--- config.mk ---
export PLATFORM = sky130hd
export DESIGN_NAME = asp_serial_port
export DESIGN_NICKNAME = d
export VERILOG_FILES = /design/src/design/asp_pkg.sv /design/src/design/asp_fifo.sv /design/src/design/asp_serial_port.sv
export SDC_FILE = /design/constraint.sdc
export NUM_CORES = 1
export LEC_CHECK = 0
export BUFFER_PORTS_ARGS = -buffer_cell sky130_fd_sc_hd__buf_2
export CORE_MARGIN = 4
export CORE_UTILIZATION = 64
export CTS_CLUSTER_SIZE = 8
export DETAILED_ROUTE_END_ITERATION = 10
export PLACE_DENSITY = 0.95
export RECOVER_POWER = 25
export SLEW_MARGIN = 20
export SYNTH_ARGS = -nofsm -noshare
export SYNTH_HDL_FRONTEND = slang
export SYNTH_HIERARCHICAL = 1
export SYNTH_SLANG_ARGS = --single-unit
--- constraint.sdc ---
create_clock -name clock -period 12.7 [get_ports clock]
set_input_delay 3.81 -clock clock [delete_from_list [all_inputs] [get_ports clock]]
set_output_delay 3.81 -clock clock [all_outputs]
set_load 0.03 [all_outputs]
--- src/design/asp_pkg.sv ---
// constants and types shared by the asynchronous serial port
`default_nettype none
package asp_pkg;
   // *********************************************************
   // framing
   // *********************************************************
   localparam int unsigned ASP_DATA_BITS     = 8;
   localparam logic [2:0]  ASP_DATA_LAST     = 3'h7;
   // *********************************************************
   // baud timer
   // *********************************************************
   localparam logic [7:0]  ASP_TIMER_MAX     = 8'hff;
   localparam logic [7:0]  ASP_TIMER_RESET   = 8'h00;
   localparam int unsigned ASP_NUM_DIV       = 3;
   // terminal counts of the system clock dividers: /4, /12, /48
   localparam logic [5:0]  ASP_DIV_LAST [ASP_NUM_DIV] = '{6'h03, 6'h0b, 6'h2f};
   localparam logic [5:0]  ASP_DIV_RESET     = 6'h00;
   localparam logic [2:0]  ASP_EXT_DIV_LAST  = 3'h7;
   localparam logic [2:0]  ASP_EXT_DIV_RESET = 3'h0;
   // *********************************************************
   // reset values
   // *********************************************************
   localparam logic [7:0]  ASP_RX_DATA_RESET = 8'h00;
   localparam logic [7:0]  ASP_SHIFT_RESET   = 8'h00;
   localparam logic [2:0]  ASP_BIT_CNT_RESET = 3'h0;
   // *********************************************************
   // pin synchroniser lanes
   // *********************************************************
   localparam int unsigned ASP_NUM_SYNC      = 3;
   localparam int unsigned ASP_SYNC_RX       = 0;
   localparam int unsigned ASP_SYNC_EXTOSC   = 1;
   localparam int unsigned ASP_SYNC_T1PIN    = 2;
   // *********************************************************
   // transmit buffer
   // *********************************************************
   localparam int unsigned ASP_TX_FIFO_WIDTH = 8;
   localparam int unsigned ASP_TX_FIFO_DEPTH = 4;
   // *********************************************************
   // types
   // *********************************************************
   typedef enum logic [2:0] {
      ASP_SRC_DIV12  = 3'b000,
      ASP_SRC_DIV4   = 3'b001,
      ASP_SRC_DIV48  = 3'b010,
      ASP_SRC_EXTOSC = 3'b011,
      ASP_SRC_T1PIN  = 3'b100,
      ASP_SRC_SYSTEM_CLOCK = 3'b101
   } asp_clk_src_e;
   typedef enum logic [2:0] {
      ASP_IDLE  = 3'b000,
      ASP_START = 3'b001,
      ASP_DATA  = 3'b010,
      ASP_NINTH = 3'b011,
      ASP_STOP  = 3'b100
   } asp_state_e;
endpackage : asp_pkg
`default_nettype wire

--- src/design/asp_fifo.sv ---
// small flip-flop fifo with valid and ready on both sides
`default_nettype none
module asp_fifo #(
   parameter int unsigned WIDTH = 8,
   parameter int unsigned DEPTH = 4
) (
   input  wire  logic             clock,
   input  wire  logic             rst,
   input  wire  logic             in_valid,
   output logic                   in_ready,
   input  wire  logic [WIDTH-1:0] in_data,
   output logic                   out_valid,
   input  wire  logic             out_ready,
   output logic       [WIDTH-1:0] out_data
);
   localparam int unsigned AW = $clog2(DEPTH);
   // *********************************************************
   // storage and pointers
   // *********************************************************
   logic [WIDTH-1:0] mem [DEPTH];
   logic [AW-1:0]    wr_ptr;
   logic [AW-1:0]    rd_ptr;
   logic [AW:0]      count;
   logic             push;
   logic             pop;
   assign in_ready  = (count != (AW+1)'(DEPTH));
   assign out_valid = (count != '0);
   assign push      = in_valid & in_ready;
   assign pop       = out_valid & out_ready;
   assign out_data  = mem[rd_ptr];
   always_ff @(posedge clock) begin
      if (push) begin
         mem[wr_ptr] <= in_data;
      end
   end
   always_ff @(posedge clock) begin
      if (rst) begin
         wr_ptr <= '0;
         rd_ptr <= '0;
         count  <= '0;
      end else begin
         if (push) begin
            wr_ptr <= (wr_ptr == AW'(DEPTH - 1)) ? '0 : AW'(wr_ptr + 1'b1);
         end
         if (pop) begin
            rd_ptr <= (rd_ptr == AW'(DEPTH - 1)) ? '0 : AW'(rd_ptr + 1'b1);
         end
         if (push && !pop) begin
            count <= (AW+1)'(count + 1'b1);
         end else if (pop && !push) begin
            count <= (AW+1)'(count - 1'b1);
         end
      end
   end
endmodule // asp_fifo
`default_nettype wire

--- src/design/asp_serial_port.sv ---
// asynchronous serial port with baud timer, receive latch and transmit buffer
`default_nettype none
// Overview of operation
// (RQ1) full duplex; frame length select picks eight-bit or nine-bit framing
// (RQ2) shifter and receive latch are separate so a second byte can arrive
// (RQ3) buffer writes go to transmit, reads return the receive latch only
// (RQ4) done flags stay set until software clears them
// (RQ5) baud ticks from 8-bit auto-reload timer overflows divided by two
// (RQ6) private receive timer shares reload value, reloads on start edge
// (RQ7) software picks reload so overflows come at twice the bit rate
// (RQ8) timer clock: system clock /4, /12, /48, oscillator /8, or pin; the code also offers the undivided system clock (select 5)
// (RQ9) eight-bit frame: start, eight data bits lsb first, stop
// (RQ10) eight-bit mode: data to latch, stop bit to received ninth bit
// (RQ11) buffer write starts sending; tx done set at stop bit start
// (RQ12) reception only while receive enable bit is one
// (RQ13) eight-bit accept needs rx done clear, and stop one when filtering
// (RQ14) on overrun the first byte stays latched, the later one is lost
// (RQ15) rejected character leaves latch and ninth bit alone, no rx done
// (RQ16) nine-bit frame: start, eight data, programmable ninth bit, stop
// (RQ17) transmitted ninth bit is the software tx ninth bit
// (RQ18) nine-bit mode: received ninth bit stored, stop bit ignored
// (RQ19) nine-bit accept needs rx done clear, ninth one when filtering
// (RQ20) interrupt request when enabled and either done flag is set
// (RQ21) frame length select zero is eight-bit, one is nine-bit
// (RQ22) rx done is set at the stop bit sampling instant
// (RQ23) line idles high, start bit low, stop bit high
// (RQ24) receiver samples bit centres timed from the start edge reload
module asp_serial_port
   import asp_pkg::*;
(
   input  wire  logic       clock,
   input  wire  logic       rst,
   input  wire  logic       frame_length_select,
   input  wire  logic       multidrop_filter_enable,
   input  wire  logic       receive_enable_bit,
   input  wire  logic       tx_ninth_bit,
   output logic             rx_ninth_bit,
   output logic             tx_done_flag,
   output logic             rx_done_flag,
   input  wire  logic       tx_done_clear,
   input  wire  logic       rx_done_clear,
   input  wire  logic       buffer_write,
   input  wire  logic [7:0] buffer_write_data,
   output logic             buffer_write_ready,
   output logic       [7:0] serial_data_buffer,
   input  wire  logic       interrupt_enable,
   output logic             irq,
   input  wire  logic       timer_run,
   input  wire  logic [7:0] baud_reload_value,
   input  wire  logic [2:0] clock_source_select,
   input  wire  logic       ext_osc_clock,
   input  wire  logic       timer_ext_input,
   input  wire  logic       serial_in_pin,
   output logic             serial_out_pin
);
   // *********************************************************
   // pin synchronisers
   // *********************************************************
   logic [ASP_NUM_SYNC-1:0] sync1;
   logic [ASP_NUM_SYNC-1:0] sync2;
   logic [ASP_NUM_SYNC-1:0] sync3;
   always_ff @(posedge clock) begin
      if (rst) begin
         sync1 <= '1;
         sync2 <= '1;
         sync3 <= '1;
      end else begin
         sync1 <= {timer_ext_input, ext_osc_clock, serial_in_pin};
         sync2 <= sync1;
         sync3 <= sync2;
      end
   end
   logic rx_line;
   logic rx_fall;
   logic osc_rise;
   logic pin_fall;
   assign rx_line  = sync2[ASP_SYNC_RX];
   assign rx_fall  = sync3[ASP_SYNC_RX] & ~sync2[ASP_SYNC_RX];
   assign osc_rise = ~sync3[ASP_SYNC_EXTOSC] & sync2[ASP_SYNC_EXTOSC];
   assign pin_fall = sync3[ASP_SYNC_T1PIN] & ~sync2[ASP_SYNC_T1PIN];
   // *********************************************************
   // timer clock source
   // *********************************************************
   logic [ASP_NUM_DIV-1:0] div_tick;
   genvar gi;
   generate
      for (gi = 0; gi < ASP_NUM_DIV; gi++) begin : g_div
         logic [5:0] div_cnt;
         assign div_tick[gi] = (div_cnt == ASP_DIV_LAST[gi]);
         always_ff @(posedge clock) begin
            if (rst) begin
               div_cnt <= ASP_DIV_RESET;
            end else if (div_tick[gi]) begin
               div_cnt <= ASP_DIV_RESET;
            end else begin
               div_cnt <= 6'(div_cnt + 1'b1);
            end
         end
      end
   endgenerate
   logic [2:0] osc_cnt;
   logic       osc_tick;
   assign osc_tick = osc_rise & (osc_cnt == ASP_EXT_DIV_LAST);
   always_ff @(posedge clock) begin
      if (rst) begin
         osc_cnt <= ASP_EXT_DIV_RESET;
      end else if (osc_rise) begin
         osc_cnt <= 3'(osc_cnt + 1'b1);
      end
   end
   logic t1_tick;
   always_comb begin
      case (asp_clk_src_e'(clock_source_select)) // RQ8
         ASP_SRC_DIV4:   t1_tick = div_tick[0];
         ASP_SRC_DIV12:  t1_tick = div_tick[1];
         ASP_SRC_DIV48:  t1_tick = div_tick[2];
         ASP_SRC_EXTOSC: t1_tick = osc_tick;
         ASP_SRC_T1PIN:  t1_tick = pin_fall;
         ASP_SRC_SYSTEM_CLOCK: t1_tick = 1'b1;
         default:        t1_tick = 1'b0;
      endcase
   end
   logic timer_step;
   assign timer_step = timer_run & t1_tick;
   // *********************************************************
   // transmit timer
   // *********************************************************
   logic [7:0] baud_timer_low;
   logic       tx_half;
   logic       tx_ovf;
   logic       tx_bit_tick;
   assign tx_ovf      = timer_step & (baud_timer_low == ASP_TIMER_MAX);
   assign tx_bit_tick = tx_ovf & tx_half; // RQ5
   always_ff @(posedge clock) begin
      if (rst) begin
         baud_timer_low <= ASP_TIMER_RESET;
         tx_half        <= 1'b0;
      end else if (timer_step) begin
         if (tx_ovf) begin
            baud_timer_low <= baud_reload_value; // RQ5
            tx_half        <= ~tx_half;
         end else begin
            baud_timer_low <= 8'(baud_timer_low + 1'b1);
         end
      end
   end
   // *********************************************************
   // receive timer
   // *********************************************************
   asp_state_e rx_state;
   logic [7:0] rx_timer;
   logic       rx_half;
   logic       rx_start_detect;
   logic       rx_ovf;
   logic       rx_sample;
   assign rx_start_detect = (rx_state == ASP_IDLE) & receive_enable_bit & rx_fall; // RQ12 RQ23
   assign rx_ovf          = timer_step & (rx_timer == ASP_TIMER_MAX);
   // first overflow after the start edge lands mid start bit
   assign rx_sample       = rx_ovf & ~rx_half & ~rx_start_detect & (rx_state != ASP_IDLE); // RQ24
   always_ff @(posedge clock) begin
      if (rst) begin
         rx_timer <= ASP_TIMER_RESET;
         rx_half  <= 1'b0;
      end else if (rx_start_detect) begin
         rx_timer <= baud_reload_value; // RQ6
         rx_half  <= 1'b0;
      end else if (timer_step) begin
         if (rx_ovf) begin
            rx_timer <= baud_reload_value; // RQ6
            rx_half  <= ~rx_half; // RQ5
         end else begin
            rx_timer <= 8'(rx_timer + 1'b1);
         end
      end
   end
   // *********************************************************
   // receiver
   // *********************************************************
   logic [7:0] rx_shift;
   logic [2:0] rx_bit_cnt;
   logic       rx_ninth_capt;
   logic       rx_check_bit;
   logic       rx_accept;
   logic       rx_stop_sample;
   assign rx_stop_sample = rx_sample & (rx_state == ASP_STOP);
   // eight-bit mode checks the stop bit, nine-bit mode the ninth
   assign rx_check_bit   = frame_length_select ? rx_ninth_capt : rx_line; // RQ18 RQ21
   assign rx_accept      = rx_stop_sample & ~rx_done_flag & receive_enable_bit
                           & (~multidrop_filter_enable | rx_check_bit); // RQ13 RQ19 RQ14
   always_ff @(posedge clock) begin
      if (rst) begin
         rx_state      <= ASP_IDLE;
         rx_shift      <= ASP_SHIFT_RESET;
         rx_bit_cnt    <= ASP_BIT_CNT_RESET;
         rx_ninth_capt <= 1'b0;
      end else if (!receive_enable_bit) begin
         rx_state <= ASP_IDLE; // RQ12
      end else if (rx_start_detect) begin
         rx_state <= ASP_START;
      end else if (rx_sample) begin
         case (rx_state)
            ASP_START: begin
               // a high level at mid start bit is a glitch
               rx_state   <= rx_line ? ASP_IDLE : ASP_DATA; // RQ23
               rx_bit_cnt <= ASP_BIT_CNT_RESET;
            end
            ASP_DATA: begin
               rx_shift   <= {rx_line, rx_shift[7:1]}; // RQ9 RQ16
               rx_bit_cnt <= 3'(rx_bit_cnt + 1'b1);
               if (rx_bit_cnt == ASP_DATA_LAST) begin
                  rx_state <= frame_length_select ? ASP_NINTH : ASP_STOP; // RQ1
               end
            end
            ASP_NINTH: begin
               rx_ninth_capt <= rx_line; // RQ16
               rx_state      <= ASP_STOP;
            end
            ASP_STOP: begin
               rx_state <= ASP_IDLE;
            end
            default: begin
               rx_state <= ASP_IDLE;
            end
         endcase
      end
   end
   // receive latch, separate from the shifter
   always_ff @(posedge clock) begin
      if (rst) begin
         serial_data_buffer <= ASP_RX_DATA_RESET;
         rx_ninth_bit       <= 1'b0;
      end else if (rx_accept) begin
         serial_data_buffer <= rx_shift; // RQ2 RQ3 RQ10 RQ15
         rx_ninth_bit       <= rx_check_bit; // RQ10 RQ18 RQ15
      end
   end
   always_ff @(posedge clock) begin
      if (rst) begin
         rx_done_flag <= 1'b0;
      end else if (rx_accept) begin
         rx_done_flag <= 1'b1; // RQ22 RQ15
      end else if (rx_done_clear) begin
         rx_done_flag <= 1'b0; // RQ4
      end
   end
   // *********************************************************
   // transmit buffer
   // *********************************************************
   asp_state_e tx_state;
   logic       fifo_valid;
   logic       fifo_ready;
   logic [7:0] fifo_data;
   logic       tx_load;
   assign tx_load    = tx_bit_tick & ((tx_state == ASP_IDLE) | (tx_state == ASP_STOP));
   assign fifo_ready = tx_load;
   asp_fifo #(
      .WIDTH (ASP_TX_FIFO_WIDTH),
      .DEPTH (ASP_TX_FIFO_DEPTH)
   ) u_tx_fifo (
      .clock     (clock),
      .rst       (rst),
      .in_valid  (buffer_write), // RQ3 RQ11
      .in_ready  (buffer_write_ready),
      .in_data   (buffer_write_data),
      .out_valid (fifo_valid),
      .out_ready (fifo_ready),
      .out_data  (fifo_data)
   );
   // *********************************************************
   // transmitter
   // *********************************************************
   logic [7:0] tx_shift;
   logic [2:0] tx_bit_cnt;
   logic       tx_ninth;
   logic       tx_end;
   assign tx_end = tx_bit_tick & (((tx_state == ASP_DATA) & (tx_bit_cnt == ASP_DATA_LAST)
                   & ~frame_length_select) | (tx_state == ASP_NINTH));
   always_ff @(posedge clock) begin
      if (rst) begin
         tx_state       <= ASP_IDLE;
         tx_shift       <= ASP_SHIFT_RESET;
         tx_bit_cnt     <= ASP_BIT_CNT_RESET;
         tx_ninth       <= 1'b0;
         serial_out_pin <= 1'b1;
      end else if (tx_bit_tick) begin
         case (tx_state)
            ASP_IDLE, ASP_STOP: begin
               if (fifo_valid) begin
                  tx_state       <= ASP_START; // RQ11
                  tx_shift       <= fifo_data;
                  tx_ninth       <= tx_ninth_bit; // RQ17
                  tx_bit_cnt     <= ASP_BIT_CNT_RESET;
                  serial_out_pin <= 1'b0; // RQ23
               end else begin
                  tx_state       <= ASP_IDLE;
                  serial_out_pin <= 1'b1; // RQ23
               end
            end
            ASP_START: begin
               tx_state       <= ASP_DATA;
               serial_out_pin <= tx_shift[0]; // RQ9 RQ16
               tx_shift       <= {1'b0, tx_shift[7:1]};
            end
            ASP_DATA: begin
               if (tx_bit_cnt == ASP_DATA_LAST) begin
                  if (frame_length_select) begin
                     tx_state       <= ASP_NINTH; // RQ1 RQ21
                     serial_out_pin <= tx_ninth; // RQ17
                  end else begin
                     tx_state       <= ASP_STOP;
                     serial_out_pin <= 1'b1; // RQ23
                  end
               end else begin
                  serial_out_pin <= tx_shift[0];
                  tx_shift       <= {1'b0, tx_shift[7:1]};
                  tx_bit_cnt     <= 3'(tx_bit_cnt + 1'b1);
               end
            end
            ASP_NINTH: begin
               tx_state       <= ASP_STOP;
               serial_out_pin <= 1'b1; // RQ23
            end
            default: begin
               tx_state       <= ASP_IDLE;
               serial_out_pin <= 1'b1;
            end
         endcase
      end
   end
   always_ff @(posedge clock) begin
      if (rst) begin
         tx_done_flag <= 1'b0;
      end else if (tx_end) begin
         tx_done_flag <= 1'b1; // RQ11
      end else if (tx_done_clear) begin
         tx_done_flag <= 1'b0; // RQ4
      end
   end
   // *********************************************************
   // interrupt request
   // *********************************************************
   always_ff @(posedge clock) begin
      if (rst) begin
         irq <= 1'b0;
      end else begin
         irq <= interrupt_enable & (tx_done_flag | rx_done_flag); // RQ20
      end
   end
endmodule // asp_serial_port
`default_nettype wire

* Yosys cells after proc, flatten, opt, wreduce, memory -nomap -nowiden
Memory sizes are Yosys's and may differ from the RTL's. A register that Yosys moved wholly into a read port is not among the register bits.
Index checks and enable logic that the tools add are counted.
** Storage, ports and cells
- Bits in writable memories :: 32
- Output and inout port bits :: 14
- Register bits :: 98
- Input port bits :: 33
- Memories :: 1
** Memories
- u_tx_fifo.mem :: depth 4, bits a word 8, rd ports 1, clocked after memory_dff 1, wr ports 1, RTL line asp_fifo.sv:20 : logic [WIDTH-1:0] mem [DEPTH];
** Cells by class
- Add/subtract/negate cells :: 12
- Reduce and logical (&&, ||, !) cells :: 35
- Bitwise operators :: 38
- Multiplexer cells :: 38
- Equality and inequality tests :: 29
** Operators by type and width (number)
- 2-to-1 mux 8 bit :: 6
- AND 1 bit :: 24
- case mux 8 bit (3 select lines) :: 1
- == test 3 bit, second input constant :: 7
- 2-to-1 mux 3 bit :: 7
- AND reduction 4 bit :: 5
- adder 6 x 1 -> 6 bit, second input constant :: 3
- == test 3 x 2 -> 1 bit, second input constant :: 6
- adder 8 x 1 -> 8 bit, second input constant :: 2
- == test 8 bit, second input constant :: 2
- nonzero test 2 bit :: 7
- 2-to-1 mux 1 bit :: 13
- adder 3 x 1 -> 3 bit, second input constant :: 4
- case mux 3 bit (2 select lines) :: 2
- case mux 3 bit (4 select lines) :: 1
- OR reduction 2 bit :: 6
- 2-to-1 mux 2 bit :: 5
- inverter 1 bit :: 10
- AND reduction 2 bit :: 5
- == test 3 x 1 -> 1 bit, second input constant :: 3
- zero test 3 bit :: 3
- case mux 3 bit (3 select lines) :: 1
- nonzero test 3 bit :: 3
- == test 6 x 2 -> 1 bit, second input constant :: 1
- other kinds (15) :: 25

* Depth between registers and ports, before layout
Gate-level depths: netlist of the first run.
- Depth after elaboration :: 14
- Gate-level depth with buffers :: 15
- Gate-level depth less buffers :: 14

* Cells and area by module
Netlist of the first run, hierarchy kept.
** By module, submodules not included
- asp_serial_port :: seq. area each 1821.7 µm², cells an instance 463, times used 1, area an instance 4175.3 µm²
- asp_fifo :: seq. area each 1141.1 µm², cells an instance 90, times used 1, area an instance 1634.1 µm²

* Worst setup path before layout of the first run
Ideal clock, no wire load.
- Kind :: input to register
- Start :: in clock_source_select[2]
- End :: reg u_tx_fifo.count[2]
- Cell stages on the path :: 12
- Arrival :: 6.558 ns
- Path buffers :: 1
- Setup slack :: 6.072 ns
- Cell sequence :: or2_2 > o31ai_1 > nor2_1 > clkbuf_1 > and3_1 > o31ai_1 > ha_1 > inv_1 > fa_1 > xor2_1 > or3_2 > a21oi_1
** Between the ends
- Cells in the longest elaborated chain, start to end :: 10
- Elaborated cells on any way between the ends :: 17
** Ends and longest elaborated chain
- start: declaration :: RTL line asp_serial_port.sv:50 : input wire logic [2:0] clock_source_select,
- == test 3 bit, or another cell as far along :: RTL line asp_serial_port.sv:113 : case (asp_clk_src_e'(clock_source_select))
- case mux 1 bit (6 select lines) * :: RTL line asp_serial_port.sv:113
- AND 1 bit * :: RTL line asp_serial_port.sv:124 : assign timer_step = timer_run & t1_tick;
- AND 1 bit * :: RTL line asp_serial_port.sv:132 : assign tx_ovf = timer_step & (baud_timer_low == ASP_TIMER_MAX);
- AND 1 bit * :: RTL line asp_serial_port.sv:133 : assign tx_bit_tick = tx_ovf & tx_half;
- AND 1 bit * :: RTL line asp_serial_port.sv:254 : assign tx_load = tx_bit_tick & ((tx_state == ASP_IDLE) | (tx_state == ASP_STOP));
- net fifo_ready :: RTL line asp_serial_port.sv:251 : logic fifo_ready;
- AND 1 bit * :: RTL line asp_fifo.sv:29 : assign pop = out_valid & out_ready;
- zero test 1 bit :: RTL line asp_fifo.sv:48 : if (push && !pop) begin
- logical AND 1 bit :: RTL line asp_fifo.sv:48
- 2-to-1 mux 3 bit or nonzero test 2 bit (tied branches)
- end signal: assignment :: RTL line asp_fifo.sv:49 : count <= (AW+1)'(count + 1'b1);
- end signal: assignment :: RTL line asp_fifo.sv:51 : count <= (AW+1)'(count - 1'b1);
- end: declaration :: RTL line asp_fifo.sv:23 : logic [AW:0] count;
Mark *: on every way through the listed nets, which the timed path passes. The rest lies on a longest branch.
A chain may end at the register's enable or synchronous reset.

* Final worst setup path of the first run
Same ends and word-level chain as after synthesis.

==> out/metrics.sh, run 1 <==
TRITONCTS='yes'
CLOCK-SKEW-FINAL_NS=0.00957
SYNTHESIS.YOSYS.WARNINGS=6
CLOCK.FMAX_GHz=0.150
IOPINCOUNT=47
SYNTHFLOPTYPE='sky130_fd_sc_hd__dfxtp_1'
MET3_WIRELENGTH_UM=665
SYNTH-SEQ-CELLS=132
SYNTH_EDF_COUNT=32
MAPPEDNETLISTNETS=604
DR_WL_MET2_MM=6.75
CTS.HTREE.LEVELS=4
ROUTE.DETAILED.VIAS_PER_INST=6.24
TIGHTEST_HOLD_CHECK_TYPE='flip-flop to flip-flop'
RELSLEWSLACK_PCT=32.1
POST-CTS-SETUP-BUFFER-COUNT=0
ANTENNA_FOUND_INITIAL=0
LAYOUT_MIN_CYCLE_TIME_NS=6.68
FINALWEIGHTEDCONGESTION=0.922
DETAIL_ROUTE.DRC_VIOLATIONS=0
WORST_PIN_SLEW_NS=1.02
INITIALDRTVIOLATIONCOUNT=412
SYNTH_AREA_LEADERS='sky130_fd_sc_hd__dfxtp_1, sky130_fd_sc_hd__edfxtp_1, sky130_fd_sc_hd__mux2i_1'
ROUTE.VIAS.TOTAL=4454
TIMING.SETUP.TNS_NS=0
SYNTH_MOST_COMMON_CELL='sky130_fd_sc_hd__dfxtp_1'
YOSYSUNIQUECELLTYPES=61
YOSYSTOPAREACELL='sky130_fd_sc_hd__dfxtp_1'
FP.DIEW_UM=103
CTSRESIZECOUNT=0
FINALCOREUTILIZATION_PCT=75.3
HALF_PERIMETER_WIRE_LENGTH_AFTER_PLACEMENT_MM=8.15
HOLD_VIOL=0
SYN_INST=553
GRT_PASS1_VIAS=4637
CLOCK-SINKS=132
DR.PASS1.ITERS=5
CRITPATHARRIVALTIME_NS=7.13
PORT_BUF_INSERTS=46
FINAL_LAYOUT_SIZE_SUFFIX_GT1_SHARE_PCT=17.5
RSZ_0062_RAISED_AFTER_GLOBAL_ROUTING='false'
HIGHEST-SIGNAL-LAYER='met4'
CTS_INSERTED_BUFFERS=17
GLOBALROUTETOTALUTIL_PCT=26.0
CLK-INSERTION-DELAY-LATE_NS=0.53
REPORT.FINAL.SLEW_VIOL_COUNT=0
POSTROUTEANTENNANETS=0
ANTENNA_CELLS=0
CRITICAL_PATH_REQUIRED_NS=13.15
SETUP_VIOL=0
RUN_STATUS='complete, no violations'
DESIGN.DIE.AREA_UM2=10700
CP-END-KIND='flip-flop'
SYNTHESIZED_AREA_PER_CELL_UM2=10.5
N_FILL_CELL=560
MET1_LENGTH_MM=5.13
SYN-CELL-AREA_UM2=5810
WHS_NS=0.409
CORE_AREA_UM2=8760
NUMBER_OF_BUFFERS_ON_THE_LONGEST_CLOCK_PATH=2
SYNTH.YOSYS.SEQ_AREA_SHARE_PCT=51.0
R2R_SETUP_SLACK_NS=9.05
START_UTIL_PCT=66.3
TOTALWIRELENGTH_MM=12.8
POWER.LEAKAGE_nW=2.49
GRT_FIRST_PASS_WIRELENGTH_MM=21.5
IR_DROP_WORST_VDD_mV=0.144
FINISH.NET_COUNT=644
GRT_MAX_DEGREE=88
CRIT_PATH_MAX_FANOUT=22
CLOCK-ROOT-BUFFER='sky130_fd_sc_hd__clkbuf_8'
FIN_TOTAL_PWR_mW=1.00
SYNTH_TOP_CELLS_BY_COUNT='sky130_fd_sc_hd__dfxtp_1, sky130_fd_sc_hd__nor2_1, sky130_fd_sc_hd__a21oi_1'
AREA_DELTA_SYNTH_FINAL_PCT=13.6
CTS_HOLD_BUFFERS=0
DIE-HEIGHT_UM=103
YS_ASYNC_SR_FRACTION_PCT=0
CAP_VIOLATIONS=0
ROUTE.DETAILED.WL_PER_INST_UM=18.0
GRT-OVFL-TOTAL=0
PWR_DENSITY_CELL_nW_PER_UM2=152
MIN_PERIOD_OVER_PERIOD_PCT=52.6
ROW_COUNT=34
YOSYSTOPAREACELLSHARE_PCT=34.5
WORST_SETUP_PATH_START_KIND='input pin'
CLKSLEWWORSTSETUPHOLDPATHS_NS=0.06
CRITICALPATHCATEGORY='input pin to flip-flop'
## worst max-delay path, stage by stage
cell and delay, ns:
sky130_fd_sc_hd__buf_2 0.12, sky130_fd_sc_hd__or2_2 0.31, sky130_fd_sc_hd__o31ai_1 0.65, sky130_fd_sc_hd__nor2_1 0.11, sky130_fd_sc_hd__buf_4 0.24, sky130_fd_sc_hd__and3_1 0.19
sky130_fd_sc_hd__o31ai_1 0.18, sky130_fd_sc_hd__ha_1 0.34, sky130_fd_sc_hd__inv_1 0.08, sky130_fd_sc_hd__fa_1 0.38, sky130_fd_sc_hd__xor2_1 0.16, sky130_fd_sc_hd__or3_2 0.41
sky130_fd_sc_hd__a21oi_1 0.14
## state kept, by name, indices dropped and copies added (netlist names), 2 cells and up, named ones only
name,count
u_tx_fifo/wr_ptr,2
rx_bit_cnt,3
tx_shift,8
u_tx_fifo/count,3
u_tx_fifo/mem,32
serial_data_buffer,8
sync2,3
sync1,3
g_div.div_cnt,18
rx_state,3
u_tx_fifo/rd_ptr,2
rx_shift,8
osc_cnt,3
rx_timer,8
tx_bit_cnt,3
sync3,3
tx_state,3
baud_timer_low,8
## power breakdown
part           leakage [nW]  internal, mW  total, mW  switching, mW
combinational          1.11        0.0282     0.0732         0.0450
sequential             1.10         0.447      0.458         0.0109
clock                 0.278         0.269      0.472          0.203
## per-layer routing
layer / vias up / global-route usage, %
li1: 2100 / -
met4: 0 / 13.5
met5: - / 0
met3: 30 / 5.70
met1: 2153 / 30.7
met2: 171 / 44.5
## layout by cell type (no fill, tap or decap), types with 10 or more instances in the layout
master	n
sky130_fd_sc_hd__nand3_1	20
sky130_fd_sc_hd__or2_2	12
sky130_fd_sc_hd__nand2b_1	11
sky130_fd_sc_hd__xor2_1	10
sky130_fd_sc_hd__a21oi_1	35
sky130_fd_sc_hd__ha_1	17
sky130_fd_sc_hd__o21ai_0	10
sky130_fd_sc_hd__xnor2_1	10
sky130_fd_sc_hd__dfxtp_1	100
sky130_fd_sc_hd__and3_1	12
sky130_fd_sc_hd__clkbuf_16	16
sky130_fd_sc_hd__edfxtp_1	32
sky130_fd_sc_hd__a211oi_1	12
sky130_fd_sc_hd__nand2_1	26
sky130_fd_sc_hd__nor3_1	15
sky130_fd_sc_hd__buf_2	37
sky130_fd_sc_hd__mux2i_1	31
sky130_fd_sc_hd__nor2_1	62
sky130_fd_sc_hd__inv_1	11
## per-stage QoR
| stage | instances | area [µm²] | setup WS [ns] |
|---|---|---|---|
| after CTS | 714 | 6610 | 6.08 |
| after global routing | 714 | 6600 | 5.95 |
| final | 714 | 6600 | 6.02 |
| after floorplan | 553 | 5810 | 6.07 |
| after global placement | 682 | 6040 | 5.76 |
| after detailed placement | 682 | 6040 | 5.64 |
## path summary, 6_finish.rpt
check	from	endpoint	cells after the start
max reg2reg	g_div[1].div_cnt[0]	u_tx_fifo/count[2]	14
max	clock_source_select[2]	u_tx_fifo/count[2]	13
min reg2reg	sync1[0]	sync2[0]	1
min	sync1[0]	sync2[0]	1
## kinds of logic (layout without fill, tap and decap cells)
kind of cell,Yosys count,after routing,share of synthesized area [%]
compound gates,92,92,10.4
mux,40,40,8.64
flops,132,132,51.0
simple gates,212,212,19.5
xor+xnor,20,20,3.02
fa+ha+maj,18,18,4.01
buf+inv,39,92,3.42
## area by class of cell
type / instances / area (µm²) / area share, %
flip-flops and latches: 132 / 2960 / 44.9
multi-input cells: 382 / 2640 / 40.1
clock buffers: 17 / 414 / 6.28
repair buffers: 49 / 241 / 3.66
clock inverters: 15 / 160 / 2.43
well taps: 108 / 135 / 2.05
inverters: 11 / 41.3 / 0.626
(Power assumes the default switching activity.)
==> inputs of run 2 (changes only) <==
--- a/config.mk
+++ b/config.mk
@@ -5,12 +5,13 @@
 export SDC_FILE = /design/constraint.sdc
 export NUM_CORES = 1
 export LEC_CHECK = 0
+export ABC_AREA = 1
 export BUFFER_PORTS_ARGS = -buffer_cell sky130_fd_sc_hd__buf_2
 export CORE_MARGIN = 4
-export CORE_UTILIZATION = 64
+export CORE_UTILIZATION = 54
 export CTS_CLUSTER_SIZE = 8
 export DETAILED_ROUTE_END_ITERATION = 10
-export PLACE_DENSITY = 0.95
+export PLACE_DENSITY = 0.87
 export RECOVER_POWER = 25
 export SLEW_MARGIN = 20
 export SYNTH_ARGS = -nofsm -noshare
==> constraint.sdc (replaced) <==
create_clock -name clock -period 5.9 [get_ports clock]
set_input_delay 1.77 -clock clock [delete_from_list [all_inputs] [get_ports clock]]
set_output_delay 1.77 -clock clock [all_outputs]
set_load 0.03 [all_outputs]
==> out/metrics.sh, run 2 <==
RUN_STATUS='complete, no violations'
MIN_PERIOD_OVER_PERIOD_PCT=65.6
SYNTH-SEQ-CELLS=132  # unchanged
CP-END-KIND='flip-flop'
DR.PASS1.ITERS=4  # -1
INITIALDRTVIOLATIONCOUNT=256  # -38%
CLK-INSERTION-DELAY-LATE_NS=0.41  # -0.12 ns
AREA_DELTA_SYNTH_FINAL_PCT=13.9
ANTENNA_CELLS=0  # unchanged
FP.DIEW_UM=114  # +11%
IR_DROP_WORST_VDD_mV=0.248  # +72%
YOSYSTOPAREACELL='sky130_fd_sc_hd__dfxtp_1'
ROUTE.DETAILED.VIAS_PER_INST=5.07  # -19%
LAYOUT_COMMON_CELLS='sky130_fd_sc_hd__nor2_1, sky130_fd_sc_hd__nand2_1, sky130_fd_sc_hd__dfxtp_1'
CORE_AREA_UM2=10900  # +25%
MAPPEDNETLISTNETS=798  # +32%
MET1_LENGTH_MM=5.21  # +1.5%
POST-CTS-SETUP-BUFFER-COUNT=0  # unchanged
START_UTIL_PCT=55.7  # -11 points
CRITICAL_PATH_REQUIRED_NS=6.21  # -6.94 ns
SETUP_VIOL=0  # unchanged
CTS_INSERTED_BUFFERS=17  # unchanged
WORST_PIN_SLEW_NS=1.01  # -0.0107 ns
LARGEST_REGISTER_FFS=32  # unchanged
ANTENNA_FOUND_INITIAL=0  # unchanged
SYNTH_MOST_COMMON_CELL='sky130_fd_sc_hd__nor2_1'
CLOCK.FMAX_GHz=0.258
YOSYSUNIQUECELLTYPES=44  # -28%
HOLD_VIOL=0  # unchanged
SYNTH_AREA_LEADERS='sky130_fd_sc_hd__dfxtp_1, sky130_fd_sc_hd__edfxtp_1, sky130_fd_sc_hd__nor2_1'
CTS_HOLD_BUFFERS=0  # unchanged
CLOCK-SKEW-FINAL_NS=0.00699  # -0.00258 ns
ROUTE.VIAS.TOTAL=4818  # +8.2%
WORST_SETUP_PATH_START_KIND='input pin'
ROW_COUNT=38  # +12%
TOTALWIRELENGTH_MM=11.8  # -7.7%
GLOBALROUTETOTALUTIL_PCT=19.4  # -6.7 points
STDCELL_COUNT=950  # +33%
FINISH.NET_COUNT=848  # +32%
PWR_DENSITY_CELL_nW_PER_UM2=303  # +99%
CAP_VIOLATIONS=0  # unchanged
FINAL_LAYOUT_SIZE_SUFFIX_GT1_SHARE_PCT=15.1  # -2.4 points
FINALCOREUTILIZATION_PCT=63.4  # -12 points
SYNTHESIS.YOSYS.WARNINGS=6  # unchanged
CLKSLEWWORSTSETUPHOLDPATHS_NS=0.05  # about the same
ROUTE.DETAILED.WL_PER_INST_UM=12.5  # -31%
POSTROUTEANTENNANETS=0  # unchanged
SYN-CELL-AREA_UM2=6090  # +4.9%
SYNTH_TOP_CELLS_BY_COUNT='sky130_fd_sc_hd__nor2_1, sky130_fd_sc_hd__nand2_1, sky130_fd_sc_hd__dfxtp_1'
DESIGN.DIE.AREA_UM2=13000  # +22%
SYNTH.YOSYS.SEQ_AREA_SHARE_PCT=48.6  # -2.4 points
DP_CELLS=918  # +35%
HIGHEST-SIGNAL-LAYER='met4'
SEQUENTIAL_CELL_AREA_UM2=2960  # unchanged
CRITICALPATHCATEGORY='input pin to flip-flop'
DIE-HEIGHT_UM=114  # +11%
MULTI_INPUT_COMB_AREA_UM2=2690  # +1.8%
SYNTH_EDF_COUNT=32  # unchanged
N_FILL_CELL=930  # +66%
GRT_MAX_DEGREE=36  # -59%
CLOCK-ROOT-BUFFER='sky130_fd_sc_hd__clkbuf_16'
IOPINCOUNT=47  # unchanged
DETAIL_ROUTE.DRC_VIOLATIONS=0  # unchanged
TIMING.SETUP.TNS_NS=0  # unchanged
REGISTERS.TOP_BY_FF_COUNT='u_tx_fifo/mem'
RSZ_0062_RAISED_AFTER_GLOBAL_ROUTING='false'
PORT_BUF_INSERTS=46  # unchanged
YOSYSTOPAREACELLSHARE_PCT=32.9  # -1.6 points
FINAL_COMMON_CELL='sky130_fd_sc_hd__nor2_1'
LAYOUT_MIN_CYCLE_TIME_NS=3.87
HALF_PERIMETER_WIRE_LENGTH_AFTER_PLACEMENT_MM=8.28  # +1.6%
GRT_PASS1_VIAS=4732  # +2.0%
REG.LARGEST.LIST='u_tx_fifo/mem x32, g_div.div_cnt x18'
YS_ASYNC_SR_FRACTION_PCT=0  # unchanged
CTSRESIZECOUNT=0  # unchanged
NUMBER_OF_BUFFERS_ON_THE_LONGEST_CLOCK_PATH=2  # unchanged
CRITPATHARRIVALTIME_NS=4.18  # -2.95 ns
SYNTHFLOPTYPE='sky130_fd_sc_hd__dfxtp_1'
FIN_TOTAL_PWR_mW=2.10  # +110%
TRITONCTS='yes'
SYN_INST=747  # +35%
POWER.LEAKAGE_nW=3.00  # +20%
RELSLEWSLACK_PCT=32.8  # +0.71 points
CTS.HTREE.LEVELS=4  # unchanged
TIGHTEST_HOLD_CHECK_TYPE='flip-flop to flip-flop'
SYNTHESIZED_AREA_PER_CELL_UM2=8.16  # -22%
MET3_WIRELENGTH_UM=422  # -37%
GRT-OVFL-TOTAL=0  # unchanged
DR_WL_MET2_MM=5.96  # -12%
GRT_FIRST_PASS_WIRELENGTH_MM=20.5  # -5.1%
CRIT_PATH_MAX_FANOUT=16  # -27%
CLOCK-SINKS=132  # unchanged
FINALWEIGHTEDCONGESTION=0.875  # -5.1%
REPORT.FINAL.SLEW_VIOL_COUNT=0  # unchanged
WHS_NS=0.415  # +0.00590 ns
-- run 2: where the power goes --
part | switching [mW] | internal [mW] | total [mW]
combinational | 0.0940 | 0.0545 | 0.148
clock | 0.383 | 0.581 | 0.964
sequential | 0.0234 | 0.963 | 0.987
-- run 2: final timing paths --
kind / from / endpoint / slack [ns] / cells past startpoint
worst max register to register: g_div[2].div_cnt[0] / u_tx_fifo/count[1] / 2.83 / 15
worst min register to register: sync1[0] / sync2[0] / 0.41 / 1
worst max-delay path: clock_source_select[0] / u_tx_fifo/count[1] / 2.03 / 15
worst min-delay path: sync1[0] / sync2[0] / 0.41 / 1
-- run 2: area by class of cell --
cell class                 instances  area share (%)
sequential                       132            42.7
multi-input combinational        509            38.8
timing repair buffer              47            3.25
tap                              140            2.53
clock inverter                    11            1.50
clock buffer                      21            6.35
inverter                          90            4.87
-- run 2: critical path, cell delays in order --
cell	delay (ns)
sky130_fd_sc_hd__buf_2	0.15
sky130_fd_sc_hd__inv_2	0.07
sky130_fd_sc_hd__a31oi_1	0.17
sky130_fd_sc_hd__nand2_1	0.10
sky130_fd_sc_hd__nor2_4	0.29
sky130_fd_sc_hd__inv_1	0.12
sky130_fd_sc_hd__nor2_1	0.17
sky130_fd_sc_hd__nand3_1	0.11
sky130_fd_sc_hd__nor2_1	0.19
sky130_fd_sc_hd__nand2_1	0.12
sky130_fd_sc_hd__ha_1	0.21
sky130_fd_sc_hd__inv_1	0.09
sky130_fd_sc_hd__fa_1	0.41
sky130_fd_sc_hd__o21ai_0	0.16
sky130_fd_sc_hd__nor2_1	0.05
-- run 2: routing by layer --
| metal | vias to the layer above | track usage (%) |
|---|---|---|
| li1 | 2548 | - |
| met1 | 2167 | 22.7 |
| met2 | 81 | 33.8 |
| met3 | 22 | 4.97 |
| met4 | 0 | 7.76 |
| met5 | - | 0 |
-- run 2: cell families after synthesis --
| group | synth area share (%) |
|---|---|
| AO/OA/AOI/OAI | 10.9 |
| XOR/XNOR | 2.16 |
| adder cells (fa/ha/maj) | 3.82 |
| buffers and inverters | 7.15 |
| flip-flops | 48.6 |
| multiplexers | 1.29 |
| AND/OR/NAND/NOR | 26.0 |
-- run 2: metrics by stage --
| stage | cell area, µm² | setup slack [ns] |
|---|---|---|
| after global placement | 6410 | 1.71 |
| after CTS | 6950 | 2.06 |
| final | 6940 | 2.03 |
| after floorplan | 6090 | 2.10 |
| after detailed placement | 6410 | 1.63 |
| after global routing | 6940 | 1.69 |
==> inputs of run 3 (changes only) <==
--- a/config.mk
+++ b/config.mk
@@ -5,7 +5,7 @@
 export SDC_FILE = /design/constraint.sdc
 export NUM_CORES = 1
 export LEC_CHECK = 0
-export ABC_AREA = 1
+export ABC_AREA = 0
 export BUFFER_PORTS_ARGS = -buffer_cell sky130_fd_sc_hd__buf_2
 export CORE_MARGIN = 4
 export CORE_UTILIZATION = 54
==> constraint.sdc (replaced) <==
create_clock -name clock -period 3.4 [get_ports clock]
set_input_delay 1.02 -clock clock [delete_from_list [all_inputs] [get_ports clock]]
set_output_delay 1.02 -clock clock [all_outputs]
set_load 0.03 [all_outputs]
==> out/metrics.sh, run 3 (synthesis results as in run 1) <==
RUN_STATUS='finished with violations'
VIOLATIONS='capacitance limit, slew limit'
PLACEMENT.CELL_AREA_UM2=6180  # -3.5%
ROUTE.DETAILED.VIAS_PER_INST=5.85  # +15%
HALF_PERIMETER_WIRE_LENGTH_AFTER_PLACEMENT_MM=8.47  # +2.3%
CRITICAL_PATH_REQUIRED_NS=3.87  # -2.34 ns
CTS_INSERTED_BUFFERS=17  # unchanged
GRT_PASS1_VIAS=4414  # -6.7%
MIN_PERIOD_OVER_PERIOD_PCT=89.4
CRITICALPATHCATEGORY='flip-flop to flip-flop'
FINAL_COMMON_CELL='sky130_fd_sc_hd__dfxtp_1'
GRT-OVFL-TOTAL=0  # unchanged
GLOBALROUTETOTALUTIL_PCT=20.5  # +1.2 points
ANTENNA_FOUND_INITIAL=0  # unchanged
FINISH.NET_COUNT=652  # -23%
DIE-HEIGHT_UM=112  # -2.2%
CRIT_PATH_FREQUENT_CELL='sky130_fd_sc_hd__o31ai_4'
LAYOUT_COMMON_CELLS='sky130_fd_sc_hd__dfxtp_1, sky130_fd_sc_hd__nor2_1, sky130_fd_sc_hd__buf_2'
WORST_PIN_SLEW_NS=1.82  # +0.811 ns
WORST_SETUP_PATH_START_KIND='flip-flop'
LAYOUT_MIN_CYCLE_TIME_NS=3.04
RELSLEWSLACK_PCT=-21.3  # -54 points
POST-CTS-SETUP-BUFFER-COUNT=0  # unchanged
POWER.LEAKAGE_nW=2.54  # -15%
LARGEST_REGISTER_FFS=32  # unchanged
CLOCK-ROOT-BUFFER='sky130_fd_sc_hd__clkbuf_8'
CTS.HTREE.LEVELS=4  # unchanged
SEQUENTIAL_CELL_AREA_UM2=2960  # unchanged
FP.DIEW_UM=112  # -2.2%
TIGHTEST_HOLD_CHECK_TYPE='flip-flop to flip-flop'
IOPINCOUNT=47  # unchanged
AREA_DELTA_SYNTH_FINAL_PCT=16.4
SETUP_VIOL=0  # unchanged
ANTENNA_CELLS=0  # unchanged
CTSRESIZECOUNT=0  # unchanged
PWR_DENSITY_CELL_nW_PER_UM2=558  # +84%
PORT_BUF_INSERTS=46  # unchanged
DR.PASS1.ITERS=5  # +1
CRIT_PATH_MAX_FANOUT=4  # -12
DESIGN.DIE.AREA_UM2=12500  # -4.3%
TIMING.CRITICAL_PATH.CELLS='ha_1, or4b_4, o211ai_2, o31ai_4, nor2_2, and3_4, o31ai_4, ha_2, inv_1, fa_2, xor2_1, or3_2, a21oi_1'
START_UTIL_PCT=55.8  # +0.062 points
REG.LARGEST.LIST='u_tx_fifo/mem x32, g_div.div_cnt x18'
TOTALWIRELENGTH_MM=12.2  # +3.4%
POSTROUTEANTENNANETS=0  # unchanged
NUMBER_OF_BUFFERS_ON_THE_LONGEST_CLOCK_PATH=2  # unchanged
WORST_PATH_LARGEST_CELL_DELAY_NS=0.49  # +0.08 ns
CAP_VIOLATIONS=1  # +1
ROW_COUNT=37  # -2.6%
CORE_AREA_UM2=10400  # -4.7%
CLOCK-SKEW-FINAL_NS=0.00782  # +0.000833 ns
ROUTE.VIAS.TOTAL=4388  # -8.9%
TRITONCTS='yes'
GRT_FIRST_PASS_WIRELENGTH_MM=20.8  # +1.5%
FINALWEIGHTEDCONGESTION=0.879  # +0.48%
CLOCK-SINKS=132  # unchanged
REGISTERS.TOP_BY_FF_COUNT='u_tx_fifo/mem'
CRITPATHARRIVALTIME_NS=3.51  # -0.67 ns
MULTI_INPUT_COMB_AREA_UM2=2700  # +0.14%
CLKSLEWWORSTSETUPHOLDPATHS_NS=0.07  # +0.02 ns
POST-ROUTE-CELL-AREA_UM2=6760  # -2.5%
N_FILL_CELL=783  # -16%
INITIALDRTVIOLATIONCOUNT=270  # +5.5%
ROUTE.DETAILED.WL_PER_INST_UM=16.3  # +31%
GRT_MAX_DEGREE=44  # +22%
RSZ_0062_RAISED_AFTER_GLOBAL_ROUTING='false'
IR_DROP_WORST_VDD_mV=0.383  # +55%
DETAIL_ROUTE.DRC_VIOLATIONS=0  # unchanged
CP-END-KIND='flip-flop'
REPORT.FINAL.SLEW_VIOL_COUNT=44  # +44
WORST_PATH_MAX_DELAY_CELL='sky130_fd_sc_hd__or4b_4'
TIMING.SETUP.TNS_NS=0  # unchanged
CTS_HOLD_BUFFERS=0  # unchanged
CLK-INSERTION-DELAY-LATE_NS=0.54  # +0.13 ns
HOLD_VIOL=0  # unchanged
CLOCK.FMAX_GHz=0.329
FINAL_LAYOUT_SIZE_SUFFIX_GT1_SHARE_PCT=20.2  # +5.1 points
-- run 3: cell count changes in the layout (fill, tap and decap cells not counted), sizes merged, moves of 12 or more --
cell   change
and3      +14
inv       -70
mux2i     +31
nand2     -99
nand3     -12
nor2      -91
o21ai     -56
-- run 3: report_power, final --
part	switching, mW	internal (mW)	total (mW)
clock	0.825	0.963	1.79
sequential	0.0431	1.67	1.71
combinational	0.162	0.111	0.274
-- run 3: metrics by stage --
stage / instances / setup WS (ns) / power (mW) / hold WS (ns) / util (%)
6_report: 750 / 0.359 / 3.77 / 0.417 / 64.9
2_1_floorplan: 553 / 0.0203 / 1.93 / 0.389 / -
5_1_grt: 750 / 0.177 / 3.93 / 0.427 / 64.9
4_1_cts: 750 / 0.391 / 3.80 / 0.418 / 65.0
3_3_place_gp: 718 / 0.0667 / 2.00 / 0.394 / 59.4
3_5_place_dp: 718 / -0.0172 / 2.02 / 0.403 / 59.4
-- run 3: critical path: cells and delay by family (launching register included) --
family / cells / cell delay, ns
AOI/OAI and AO/OA: 4 / 0.58
xor gates and xnor gates: 1 / 0.07
adders and majority gates: 3 / 0.61
buffers and inverters: 1 / 0.07
DFF: 1 / 0.35
and+or+nand+nor: 4 / 1.30
-- run 3: area by class of cell --
cell class	instances	area share [%]
Multi-Input combinational cell	382	39.8
Inverter	11	0.610
Tap cell	136	2.52
Clock inverter	15	2.65
Clock buffer	17	6.12
Sequential cell	132	43.8
Timing Repair Buffer	57	4.46
-- run 3: path summary, 6_finish.rpt --
kind / start / endpoint / slack [ns] / cells past startpoint
setup / recovery: g_div[0].div_cnt[0] / u_tx_fifo/count[2] / 0.36 / 13
hold / removal: sync1[0] / sync2[0] / 0.42 / 1
setup reg to reg: g_div[0].div_cnt[0] / u_tx_fifo/count[2] / 0.36 / 13
hold reg to reg: sync1[0] / sync2[0] / 0.42 / 1
-- run 3: metal layers --
metal | up-vias | global-route usage, % | wire (µm)
li1 | 2120 | - | -
met1 | 2097 | 24.4 | 4980
met2 | 147 | 34.5 | 6240
met3 | 24 | 5.98 | 718
met4 | 0 | 9.25 | 298
met5 | - | 0 | 0
